$ cat config.mk
export PLATFORM = sky130hd
export DESIGN_NAME = dtc_term_ctrl
export DESIGN_NICKNAME = d
export VERILOG_FILES = /design/src/dtc_pkg.sv /design/src/dtc_sync.sv /design/src/dtc_tap_delay.sv /design/src/dtc_term_ctrl.sv
export SDC_FILE = /design/constraint.sdc
export NUM_CORES = 1
export LEC_CHECK = 0
export BUFFER_PORTS_ARGS = -buffer_cell sky130_fd_sc_hd__buf_2
export CORE_MARGIN = 5
export CORE_UTILIZATION = 50
export CTS_CLUSTER_SIZE = 40
export DETAILED_ROUTE_END_ITERATION = 6
export PLACE_DENSITY = 0.69
export SYNTH_ARGS = -nofsm -noshare
export SYNTH_HDL_FRONTEND = slang
export SYNTH_SLANG_ARGS = --single-unit
$ cat constraint.sdc
create_clock -name ref_clk_in -period 13.15 [get_ports ref_clk_in]
set_input_delay 0.6575 -clock ref_clk_in [delete_from_list [all_inputs] [get_ports ref_clk_in]]
set_output_delay 0.6575 -clock ref_clk_in [all_outputs]
set_load 0.01 [all_outputs]
$ cat src/dtc_pkg.sv
// Constants, field layout and register map of the termination controller.
// Operation
// - Termination returns when device stops driving.
// - Dynamic mode on if MR2 A9 or A10.
// - Nominal from MR1, write strength from MR2.
// - No write: nominal strength, ODT timed.
// - Write strength ODTLcnw after any write.
// - Back to nominal after cwn8 or cwn4.
// - Eight-beat return latency is six plus ODTLoff.
// - Turn-on latency is write latency minus two.
// - Turn-off latency is write latency minus two.
// - Additive latency included in both latencies.
// - ODT ignored when disabled or self-refresh.
// - Synchronous timing only with DLL locked.
package dtc_pkg;

  localparam int LAT_W = 5;
  localparam int HIST_DEPTH_MIN = 30;
  localparam int HIST_DEPTH_MAX = 32;

  // APB register byte addresses
  localparam logic [7:0] ADDR_CTRL = 8'h00;
  localparam logic [7:0] ADDR_STATUS = 8'h04;
  localparam logic [7:0] ADDR_MR0 = 8'h08;
  localparam logic [7:0] ADDR_MR1 = 8'h0C;
  localparam logic [7:0] ADDR_MR2 = 8'h10;
  localparam logic [7:0] ADDR_LAT = 8'h14;

  localparam logic [31:0] CTRL_RESET = 32'h0000_0001;
  localparam int CTRL_TERM_EN_BIT = 0;

  localparam int ST_RTT_EN = 0;
  localparam int ST_WR_SEL = 1;
  localparam int ST_DYN_EN = 2;
  localparam int ST_ODT_MODE = 3;
  localparam int ST_SYNC_OK = 4;
  localparam int ST_SELF_REF = 5;
  localparam int ST_DRIVE = 6;

  localparam int LAT_ODTL_LSB = 0;
  localparam int LAT_CNW_LSB = 8;
  localparam int LAT_CWN4_LSB = 16;
  localparam int LAT_CWN8_LSB = 24;

  // Mode register fields
  localparam logic [15:0] MR_RESET = 16'h0000;
  localparam int MR0_BL_LSB = 0;
  localparam int MR0_CL_EXT = 2;
  localparam int MR0_CL_LSB = 4;
  localparam int MR1_DLL_DIS = 0;
  localparam int MR1_AL_LSB = 3;
  localparam int MR1_NOM_A2 = 2;
  localparam int MR1_NOM_A6 = 6;
  localparam int MR1_NOM_A9 = 9;
  localparam int MR2_CWL_LSB = 3;
  localparam int MR2_WR_A9 = 9;
  localparam int MR2_WR_A10 = 10;
  localparam int ADDR_OTF_BL8 = 12;

  localparam logic [1:0] BL_FIXED8 = 2'h0;
  localparam logic [1:0] BL_OTF = 2'h1;
  localparam logic [1:0] BL_FIXED4 = 2'h2;
  localparam logic [1:0] AL_CL_M1 = 2'h1;
  localparam logic [1:0] AL_CL_M2 = 2'h2;

  // Latency arithmetic, in command clock cycles
  localparam logic [4:0] CWL_BASE = 5'h05;
  localparam logic [4:0] CL_BASE_LO = 5'h04;
  localparam logic [4:0] CL_BASE_HI = 5'h0C;
  localparam logic [4:0] ODTL_OFFSET = 5'h02;
  localparam logic [4:0] CWN8_EXTRA = 5'h06;
  localparam logic [4:0] CWN4_EXTRA = 5'h04;

  // Commands as {ras_n, cas_n, we_n} with chip select low
  localparam logic [2:0] CMD_MRS = 3'h0;
  localparam logic [2:0] CMD_REF = 3'h1;
  localparam logic [2:0] CMD_WR = 3'h4;
  localparam logic [2:0] CMD_RD = 3'h5;

  localparam logic [2:0] BA_MR0 = 3'h0;
  localparam logic [2:0] BA_MR1 = 3'h1;
  localparam logic [2:0] BA_MR2 = 3'h2;

  typedef enum logic [0:0] {
    PWR_AWAKE = 1'b0,
    PWR_SELF_REF = 1'b1
  } dtc_pwr_e;

endpackage

$ cat src/dtc_sync.sv
// Two-stage synchroniser for a bundle of pin inputs.
`timescale 1ns/10ps
module dtc_sync #(
  parameter int WIDTH = 1
) (
  // Clock and reset
  input wire logic clk_in,
  input wire logic rst_b_in,
  // Data
  input wire logic [WIDTH-1:0] async_in,
  output logic [WIDTH-1:0] sync_out
);
  logic [WIDTH-1:0] meta_q;
  logic [WIDTH-1:0] stable_q;

  initial begin
    if (WIDTH < 1) begin
      $error("dtc_sync: WIDTH must be at least 1");
    end
  end

  always_ff @(posedge clk_in or negedge rst_b_in) begin
    if (!rst_b_in) begin
      meta_q <= '0;
      stable_q <= '0;
    end else begin
      meta_q <= async_in;
      stable_q <= meta_q;
    end
  end

  assign sync_out = stable_q;
endmodule

$ cat src/dtc_tap_delay.sv
// Shift line stepped on command clock edges with a variable read tap.
`timescale 1ns/10ps
module dtc_tap_delay #(
  parameter int DEPTH = 32,
  parameter int TAP_W = 5
) (
  // Clock and reset
  input wire logic clk_in,
  input wire logic rst_b_in,
  // Line control
  input wire logic step_in,
  input wire logic bit_in,
  input wire logic [TAP_W-1:0] tap_in,
  output logic tap_out
);
  logic [DEPTH-1:0] hist_q;

  initial begin
    if (DEPTH < 2 || DEPTH > (1 << TAP_W)) begin
      $error("dtc_tap_delay: DEPTH does not fit the tap width");
    end
  end

  always_ff @(posedge clk_in or negedge rst_b_in) begin
    if (!rst_b_in) begin
      hist_q <= '0;
    end else if (step_in) begin
      hist_q <= {hist_q[DEPTH-2:0], bit_in};
    end
  end

  // Tap N gives the bit sampled N steps before the current step
  always_comb begin
    if (tap_in == '0) begin
      tap_out = bit_in;
    end else begin
      tap_out = hist_q[tap_in - TAP_W'(1)];
    end
  end
endmodule

$ cat src/dtc_term_ctrl.sv
// On-die termination control in synchronous mode, with APB status access.
//
// Local design decisions: the register offsets and register access over APB.
`timescale 1ns/10ps
module dtc_term_ctrl
  import dtc_pkg::*;
#(
  parameter int HIST_DEPTH = 32
) (
  // Clock and reset
  input wire logic ref_clk_in,
  input wire logic rst_b_in,
  // Memory command pins
  input wire logic ck_in,
  input wire logic cke_in,
  input wire logic odt_in,
  input wire logic cs_b_in,
  input wire logic ras_b_in,
  input wire logic cas_b_in,
  input wire logic we_b_in,
  input wire logic [2:0] ba_in,
  input wire logic [15:0] addr_in,
  // Device internal status
  input wire logic dll_locked_in,
  input wire logic dq_drive_in,
  // Termination control
  output logic rtt_en_out,
  output logic rtt_wr_sel_out,
  output logic [2:0] rtt_code_out,
  // APB slave
  input wire logic psel_in,
  input wire logic penable_in,
  input wire logic pwrite_in,
  input wire logic [7:0] paddr_in,
  input wire logic [31:0] pwdata_in,
  output logic [31:0] prdata_out,
  output logic pready_out,
  output logic pslverr_out
);
  import dtc_pkg::*;

  localparam int PIN_W = 26;

  initial begin
    if (HIST_DEPTH < HIST_DEPTH_MIN || HIST_DEPTH > HIST_DEPTH_MAX) begin
      $error("dtc_term_ctrl: HIST_DEPTH out of supported range");
    end
  end

  function automatic logic is_cmd(input logic cs_b, input logic [2:0] cmd,
                                  input logic [2:0] want);
    is_cmd = !cs_b && (cmd == want);
  endfunction

  // Pin synchronisation and command clock edge detection
  logic [PIN_W-1:0] pins_raw;
  logic [PIN_W-1:0] pins_s;
  logic ck_s;
  logic cke_s;
  logic odt_s;
  logic cs_b_s;
  logic [2:0] cmd_s;
  logic [2:0] ba_s;
  logic [15:0] addr_s;
  logic ck_prev_q;
  logic ck_rise;

  assign pins_raw = {ck_in, cke_in, odt_in, cs_b_in, ras_b_in, cas_b_in,
                     we_b_in, ba_in, addr_in};

  dtc_sync #(
    .WIDTH(PIN_W)
  ) u_sync (
    .clk_in(ref_clk_in),
    .rst_b_in(rst_b_in),
    .async_in(pins_raw),
    .sync_out(pins_s)
  );

  assign {ck_s, cke_s, odt_s, cs_b_s, cmd_s, ba_s, addr_s} = pins_s;

  always_ff @(posedge ref_clk_in or negedge rst_b_in) begin
    if (!rst_b_in) begin
      ck_prev_q <= 1'b0;
    end else begin
      ck_prev_q <= ck_s;
    end
  end

  // All pins travel through the same stages, so they stay aligned to CK
  assign ck_rise = ck_s && !ck_prev_q;

  // Command decode at a command clock rising edge
  logic cke_prev_q;
  logic cmd_valid;
  logic mrs_cmd;
  logic wr_cmd;
  logic sre_cmd;
  logic wr_bl8;

  always_ff @(posedge ref_clk_in or negedge rst_b_in) begin
    if (!rst_b_in) begin
      cke_prev_q <= 1'b0;
    end else if (ck_rise) begin
      cke_prev_q <= cke_s;
    end
  end

  assign cmd_valid = ck_rise && cke_s && cke_prev_q;
  assign mrs_cmd = cmd_valid && is_cmd(cs_b_s, cmd_s, CMD_MRS);
  // Every write variant shares one code; A10 and A12 only qualify it
  assign wr_cmd = cmd_valid && is_cmd(cs_b_s, cmd_s, CMD_WR);
  assign sre_cmd = ck_rise && cke_prev_q && !cke_s &&
                   is_cmd(cs_b_s, cmd_s, CMD_REF);

  // Mode register shadows
  logic [15:0] mr0_q;
  logic [15:0] mr1_q;
  logic [15:0] mr2_q;

  always_ff @(posedge ref_clk_in or negedge rst_b_in) begin
    if (!rst_b_in) begin
      mr0_q <= MR_RESET;
      mr1_q <= MR_RESET;
      mr2_q <= MR_RESET;
    end else if (mrs_cmd) begin
      case (ba_s)
        BA_MR0: begin
          mr0_q <= addr_s;
        end
        BA_MR1: begin
          mr1_q <= addr_s;
        end
        BA_MR2: begin
          mr2_q <= addr_s;
        end
        default: begin
        end
      endcase
    end
  end

  // Burst length of a write: fixed by mode or chosen on the fly
  always_comb begin
    case (mr0_q[MR0_BL_LSB +: 2])
      BL_FIXED8: wr_bl8 = 1'b1;
      BL_OTF: wr_bl8 = addr_s[ADDR_OTF_BL8];
      BL_FIXED4: wr_bl8 = 1'b0;
      default: wr_bl8 = 1'b1;
    endcase
  end

  // Termination settings and mode enables
  logic [2:0] nom_code;
  logic [1:0] wr_code;
  logic dyn_en;
  logic odt_mode_en;
  logic sync_ok;

  assign nom_code = {mr1_q[MR1_NOM_A9], mr1_q[MR1_NOM_A6],
                     mr1_q[MR1_NOM_A2]};
  assign wr_code = {mr2_q[MR2_WR_A10], mr2_q[MR2_WR_A9]};
  assign dyn_en = |wr_code;
  assign odt_mode_en = (|nom_code) || dyn_en;
  // No asynchronous timing here: without a locked DLL termination stays off
  assign sync_ok = !mr1_q[MR1_DLL_DIS] && dll_locked_in;

  // Latencies in command clock cycles
  logic [4:0] cl;
  logic [4:0] cwl;
  logic [4:0] al;
  logic [4:0] wl;
  logic [4:0] odtl;
  logic [4:0] cnw;
  logic [4:0] cwn4;
  logic [4:0] cwn8;

  always_comb begin
    if (mr0_q[MR0_CL_EXT]) begin
      cl = CL_BASE_HI + {2'b00, mr0_q[MR0_CL_LSB +: 3]};
    end else begin
      cl = CL_BASE_LO + {2'b00, mr0_q[MR0_CL_LSB +: 3]};
    end
    cwl = CWL_BASE + {2'b00, mr2_q[MR2_CWL_LSB +: 3]};
    case (mr1_q[MR1_AL_LSB +: 2])
      AL_CL_M1: al = cl - 5'h01;
      AL_CL_M2: al = cl - 5'h02;
      default: al = 5'h00;
    endcase
    wl = cwl + al;
    odtl = wl - ODTL_OFFSET;
    cnw = wl - ODTL_OFFSET;
    cwn4 = CWN4_EXTRA + odtl;
    cwn8 = CWN8_EXTRA + odtl;
  end

  // Delay lines on the command clock
  logic odt_tap;
  logic cnw_tap;
  logic cwn4_tap;
  logic cwn8_tap;

  dtc_tap_delay #(
    .DEPTH(HIST_DEPTH),
    .TAP_W(LAT_W)
  ) u_odt_line (
    .clk_in(ref_clk_in),
    .rst_b_in(rst_b_in),
    .step_in(ck_rise),
    .bit_in(odt_s),
    .tap_in(odtl),
    .tap_out(odt_tap)
  );

  dtc_tap_delay #(
    .DEPTH(HIST_DEPTH),
    .TAP_W(LAT_W)
  ) u_cnw_line (
    .clk_in(ref_clk_in),
    .rst_b_in(rst_b_in),
    .step_in(ck_rise),
    .bit_in(wr_cmd),
    .tap_in(cnw),
    .tap_out(cnw_tap)
  );

  dtc_tap_delay #(
    .DEPTH(HIST_DEPTH),
    .TAP_W(LAT_W)
  ) u_cwn4_line (
    .clk_in(ref_clk_in),
    .rst_b_in(rst_b_in),
    .step_in(ck_rise),
    .bit_in(wr_cmd && !wr_bl8),
    .tap_in(cwn4),
    .tap_out(cwn4_tap)
  );

  dtc_tap_delay #(
    .DEPTH(HIST_DEPTH),
    .TAP_W(LAT_W)
  ) u_cwn8_line (
    .clk_in(ref_clk_in),
    .rst_b_in(rst_b_in),
    .step_in(ck_rise),
    .bit_in(wr_cmd && wr_bl8),
    .tap_in(cwn8),
    .tap_out(cwn8_tap)
  );

  // Delayed ODT: one latency serves both edges
  logic term_q;
  always_ff @(posedge ref_clk_in or negedge rst_b_in) begin
    if (!rst_b_in) begin
      term_q <= 1'b0;
    end else if (ck_rise) begin
      term_q <= odt_tap;
    end
  end

  // Strength select; a new write's switch wins over an old one's return
  logic wr_sel_q;
  always_ff @(posedge ref_clk_in or negedge rst_b_in) begin
    if (!rst_b_in) begin
      wr_sel_q <= 1'b0;
    end else if (!dyn_en) begin
      wr_sel_q <= 1'b0;
    end else if (ck_rise && cnw_tap) begin
      wr_sel_q <= 1'b1;
    end else if (ck_rise && (cwn4_tap || cwn8_tap)) begin
      wr_sel_q <= 1'b0;
    end
  end

  // Self-refresh tracking
  dtc_pwr_e pwr_q;
  always_ff @(posedge ref_clk_in or negedge rst_b_in) begin
    if (!rst_b_in) begin
      pwr_q <= PWR_AWAKE;
    end else begin
      case (pwr_q)
        PWR_AWAKE: begin
          if (sre_cmd) begin
            pwr_q <= PWR_SELF_REF;
          end
        end
        PWR_SELF_REF: begin
          if (ck_rise && cke_s) begin
            pwr_q <= PWR_AWAKE;
          end
        end
        default: begin
          pwr_q <= PWR_AWAKE;
        end
      endcase
    end
  end

  // APB control register
  logic [31:0] ctrl_q;
  logic apb_wr;
  assign apb_wr = psel_in && penable_in && pwrite_in;

  always_ff @(posedge ref_clk_in or negedge rst_b_in) begin
    if (!rst_b_in) begin
      ctrl_q <= CTRL_RESET;
    end else if (apb_wr && paddr_in == ADDR_CTRL) begin
      ctrl_q <= {31'h0000_0000, pwdata_in[CTRL_TERM_EN_BIT]};
    end
  end

  // Termination outputs
  logic rtt_en_q;
  logic rtt_wr_q;
  logic [2:0] rtt_code_q;
  logic rtt_en_d;
  logic [2:0] rtt_code_d;

  always_comb begin
    rtt_code_d = wr_sel_q ? {1'b0, wr_code} : nom_code;
    rtt_en_d = term_q && odt_mode_en && sync_ok && (pwr_q == PWR_AWAKE)
               && ctrl_q[CTRL_TERM_EN_BIT] && (|rtt_code_d);
    // Driving forces termination off from the next ref clock edge; it returns one edge after release
    if (dq_drive_in) begin
      rtt_en_d = 1'b0;
    end
  end

  always_ff @(posedge ref_clk_in or negedge rst_b_in) begin
    if (!rst_b_in) begin
      rtt_en_q <= 1'b0;
      rtt_wr_q <= 1'b0;
      rtt_code_q <= 3'h0;
    end else begin
      rtt_en_q <= rtt_en_d;
      rtt_wr_q <= wr_sel_q;
      rtt_code_q <= rtt_en_d ? rtt_code_d : 3'h0;
    end
  end

  assign rtt_en_out = rtt_en_q;
  assign rtt_wr_sel_out = rtt_wr_q;
  assign rtt_code_out = rtt_code_q;

  // APB read path, captured in the setup phase
  logic [31:0] status;
  logic [31:0] rdata_d;
  logic err_d;
  logic [31:0] prdata_q;
  logic pslverr_q;

  always_comb begin
    status = 32'h0000_0000;
    status[ST_RTT_EN] = rtt_en_q;
    status[ST_WR_SEL] = wr_sel_q;
    status[ST_DYN_EN] = dyn_en;
    status[ST_ODT_MODE] = odt_mode_en;
    status[ST_SYNC_OK] = sync_ok;
    status[ST_SELF_REF] = (pwr_q == PWR_SELF_REF);
    status[ST_DRIVE] = dq_drive_in;
    err_d = 1'b0;
    case (paddr_in)
      ADDR_CTRL: rdata_d = ctrl_q;
      ADDR_STATUS: rdata_d = status;
      ADDR_MR0: rdata_d = {16'h0000, mr0_q};
      ADDR_MR1: rdata_d = {16'h0000, mr1_q};
      ADDR_MR2: rdata_d = {16'h0000, mr2_q};
      ADDR_LAT: begin
        rdata_d = 32'h0000_0000;
        rdata_d[LAT_ODTL_LSB +: LAT_W] = odtl;
        rdata_d[LAT_CNW_LSB +: LAT_W] = cnw;
        rdata_d[LAT_CWN4_LSB +: LAT_W] = cwn4;
        rdata_d[LAT_CWN8_LSB +: LAT_W] = cwn8;
      end
      default: begin
        rdata_d = 32'h0000_0000;
        err_d = 1'b1;
      end
    endcase
  end

  always_ff @(posedge ref_clk_in or negedge rst_b_in) begin
    if (!rst_b_in) begin
      prdata_q <= 32'h0000_0000;
      pslverr_q <= 1'b0;
    end else if (psel_in && !penable_in) begin
      prdata_q <= pwrite_in ? 32'h0000_0000 : rdata_d;
      pslverr_q <= err_d;
    end
  end

  assign prdata_out = prdata_q;
  assign pready_out = 1'b1;
  assign pslverr_out = pslverr_q && psel_in && penable_in;
endmodule

==> impl_metrics.sql <==
INSERT INTO impl_metrics (metric_group, metric, value, unit) VALUES
('worst_setup_path', 'cp_common_cell', 'sky130_fd_sc_hd__ha_1', ''),
('worst_setup_path', 'worstPathRequired', '13.58', 'ns'),
('global_route', 'track_usage', '18.6', '%'),
('logic_synthesis', 'yosys-top-cells-area', 'sky130_fd_sc_hd__dfrtp_1 57%, sky130_fd_sc_hd__nand2_1 14%, sky130_fd_sc_hd__mux4_2 4.8%', ''),
('pwr', 'power_per_cell_area', '133', 'nW/µm²'),
('global_route', 'grt_pass1_vias', '7862', ''),
('global_route', 'global_route_wire_length_before_repair', '40600', 'µm'),
('worst_setup_path', 'r2r_start', 'mr0_q[6]', ''),
('placed_design', 'dp_hpwl', '15600', 'µm'),
('logic_synthesis', 'ys.flop_type', 'sky130_fd_sc_hd__dfrtp_1', ''),
('logic_synthesis', 'yosysSeqAreaShare', '57.0', '%'),
('worst_setup_path', 'start_kind', 'flop', ''),
('die', 'num_rows', '55', ''),
('die', 'die_height', '163', 'µm'),
('final_layout', 'final_stage_net_count', '1216', ''),
('logic_synthesis', 'synthMostInstantiatedCell', 'sky130_fd_sc_hd__nand2_1', ''),
('logic_synthesis', 'netlist_area', '11600', 'µm²'),
('hold_path', 'worst_hold_path_type', 'in -> async', ''),
('clock_network', 'cts_tree', 'done', ''),
('worst_setup_path', 'critical_path.slowest_cell', 'sky130_fd_sc_hd__fa_1', ''),
('placed_design', 'gp_congestion', '0.853', ''),
('logic_synthesis', 'synth.ff_latch_count', '265', ''),
('die', 'die_w', '163', 'µm'),
('routing', 'detail_route.first_pass.iterations', '5', ''),
('routing', 'remaining_drc_errors', '0', ''),
('clock_network', 'clock_sinks', '265', ''),
('clock_network', 'path_clk_slew', '0.07', 'ns'),
('final_layout', 'postLayoutCellArea', '13200', 'µm²'),
('logic_synthesis', 'syn-instance-count', '1063', ''),
('die', 'initial_core_util', '51.1', '%'),
('worst_setup_path', 'worst_setup_path_startpoint', 'mr0_q[6]', ''),
('logic_synthesis', 'synth_async_sr_flop_share', '100', '%'),
('clock_network', 'cts_buffer_depth', '3', ''),
('logic_synthesis', 'synth_top_area_share', '56.7', '%'),
('pwr', 'max_rail_drop_vdd', '90.6', 'µV'),
('final_layout', 'drive_above_1_share', '18.6', '%'),
('clock_network', 'post_cts.repair.setup_buffers', '0', ''),
('clock_network', 'post_cts_hold_buffer_count', '0', ''),
('timing', 'tightestPinTransition', '1.20', 'ns'),
('clock_network', 'cts_h_tree_depth', '1', ''),
('timing', 'timing.final.hold_violations', '0', ''),
('clock_network', 'cts-root-buf', 'sky130_fd_sc_hd__clkbuf_16', ''),
('timing', 'finalHoldWorstSlack', '0.146', 'ns'),
('routing', 'detail-route-antenna-nets', '0', ''),
('routing', 'wl', '24500', 'µm'),
('timing', 'layout_min_cycle_time', '4.86', 'ns'),
('logic_synthesis', 'synthesis.yosys.warnings', '0', ''),
('clock_network', 'cts_repair_resize_count', '0', ''),
('worst_setup_path', 'timing.critical_path.fanout_max', '12', ''),
('worst_setup_path', 'worst_setup_path_end_kind', 'flop', ''),
('placed_design', 'cell_area_after_placement', '12300', 'µm²'),
('worst_setup_path', 'timing_worst_setup_path_type', 'reg -> reg', ''),
('pwr', 'design_power_total', '1.76', 'mW'),
('global_route', 'largest_net_degree_at_the_start_of_global_routing', '106', ''),
('worst_setup_path', 'crit_path_leading_delay_family', 'adder cells', ''),
('final_layout', 'n_antenna_cell', '0', ''),
('worst_setup_path', 'worstPathCellList', 'inv_1, ha_1, or3_1, nand3_1, a21oi_1, ha_1, fa_1, inv_1, ha_1, nand2_1, xor2_1, mux4_2, mux2_2, nor2_1, o21ai_1', ''),
('clock_network', 'cts_made_buffers', '27', ''),
('final_layout', 'final_util', '58.0', '%'),
('run', 'cap_viol_max_count', '0', ''),
('timing', 'tns', '0', 'ns'),
('logic_synthesis', 'ys_top_cells_by_count', '420 x sky130_fd_sc_hd__nand2_1, 264 x sky130_fd_sc_hd__dfrtp_1, 46 x sky130_fd_sc_hd__clkbuf_1', ''),
('global_route', 'grt_antenna_before_repair', '0', ''),
('global_route', 'grt.overflow.total', '0', ''),
('timing', 'rsz_0062_raised_after_global_routing', 'false', ''),
('worst_setup_path', 'worst-endpoint-arrival', '5.29', 'ns'),
('die', 'dieArea', '26400', 'µm²'),
('clock_network', 'clk-insertion-delay-late', '0.54', 'ns'),
('die', 'io_pins', '112', ''),
('logic_synthesis', 'netlist-cell-type-count', '61', ''),
('outcome', 'run_status', 'complete, no violations', '');
==> cells in the final DEF, fill, tap and decap left out, drive strengths merged, types with 4 or more instances in the layout <==
master,count
a221oi,4
ha,25
mux4,38
nand2b,5
dfrtp,264
xnor2,7
xor2,4
nor2b,6
nor3b,4
nor3,6
a22oi,10
mux2,42
inv,16
buf,83
a21o,9
clkinv,8
a222oi,7
conb,7
nor2,15
o21ai,25
nand2,420
clkbuf,35
or3,4
nand3,13
mux2i,10
a21oi,14
a22o,12
bufinv,5
and2,4
==> worst paths after layout <==
path / end / cells past startpoint / slack [ns]
min in group ref_clk_in: u_sync.meta_q[12] / 1 / 0.22
max in group asynchronous: prdata_out[6] / 3 / 10.62
max reg2reg: term_q / 15 / 8.29
min: u_odt_line.hist_q[26] / 1 / 0.15
max: term_q / 15 / 8.29
min reg2reg: u_sync.sync_out[22] / 0 / 0.35
==> area by class of cell <==
cell class | count | area [µm²]
clock inverter | 15 | 218
clock buffer | 35 | 746
tap | 313 | 392
inverter | 15 | 56.3
fill | 1858 | 9560
multi-input combinational | 725 | 4720
sequential | 265 | 6630
timing repair buffer | 83 | 450
==> where the power goes <==
part	leakage (nW)	internal (mW)	switching, mW
Sequential	3.56	0.839	0.0167
Combinational	2.75	0.0269	0.0534
Clock	0.478	0.500	0.320
==> stage by stage <==
stage | instances | worst slack (ns)
3_3_place_gp | 1401 | 8.38
3_5_place_dp | 1401 | 8.34
4_1_cts | 1451 | 8.32
2_1_floorplan | 1068 | 8.89
6_report | 1451 | 8.29
5_1_grt | 1451 | 7.96
==> layer usage <==
layer,up-vias,GRT usage [%],routed length [µm]
met5,-,0,0
li1,3682,-,-
met4,0,4.46,539
met2,170,29.6,11500
met3,38,2.86,1170
met1,3935,27.4,11300
==> cell families (layout without fill, tap and decap cells) <==
kind of cell             Yosys count  count (layout)  synth area share (%)
AND/OR/NAND/NOR                  489             489                  16.9
buffers and inverters             78             148                  3.02
other                              2               7                0.0645
AO/OA/AOI/OAI                    100             100                  6.02
flip-flops                       265             265                  57.0
adder cells (fa/ha/maj)           26              26                  2.86
XOR/XNOR                          13              13                  1.46
multiplexers                      90              90                  12.7
==> sequential cells by signal, summed over array words and instances, names as in the netlist, 25 cells and up <==
name	cells
u_cwn8_line.hist_q	32
u_sync.sync_out	26
u_cwn4_line.hist_q	32
prdata_out	25
u_odt_line.hist_q	32
u_sync.meta_q	26
u_cnw_line.hist_q	32
(Power assumes the default switching activity.)
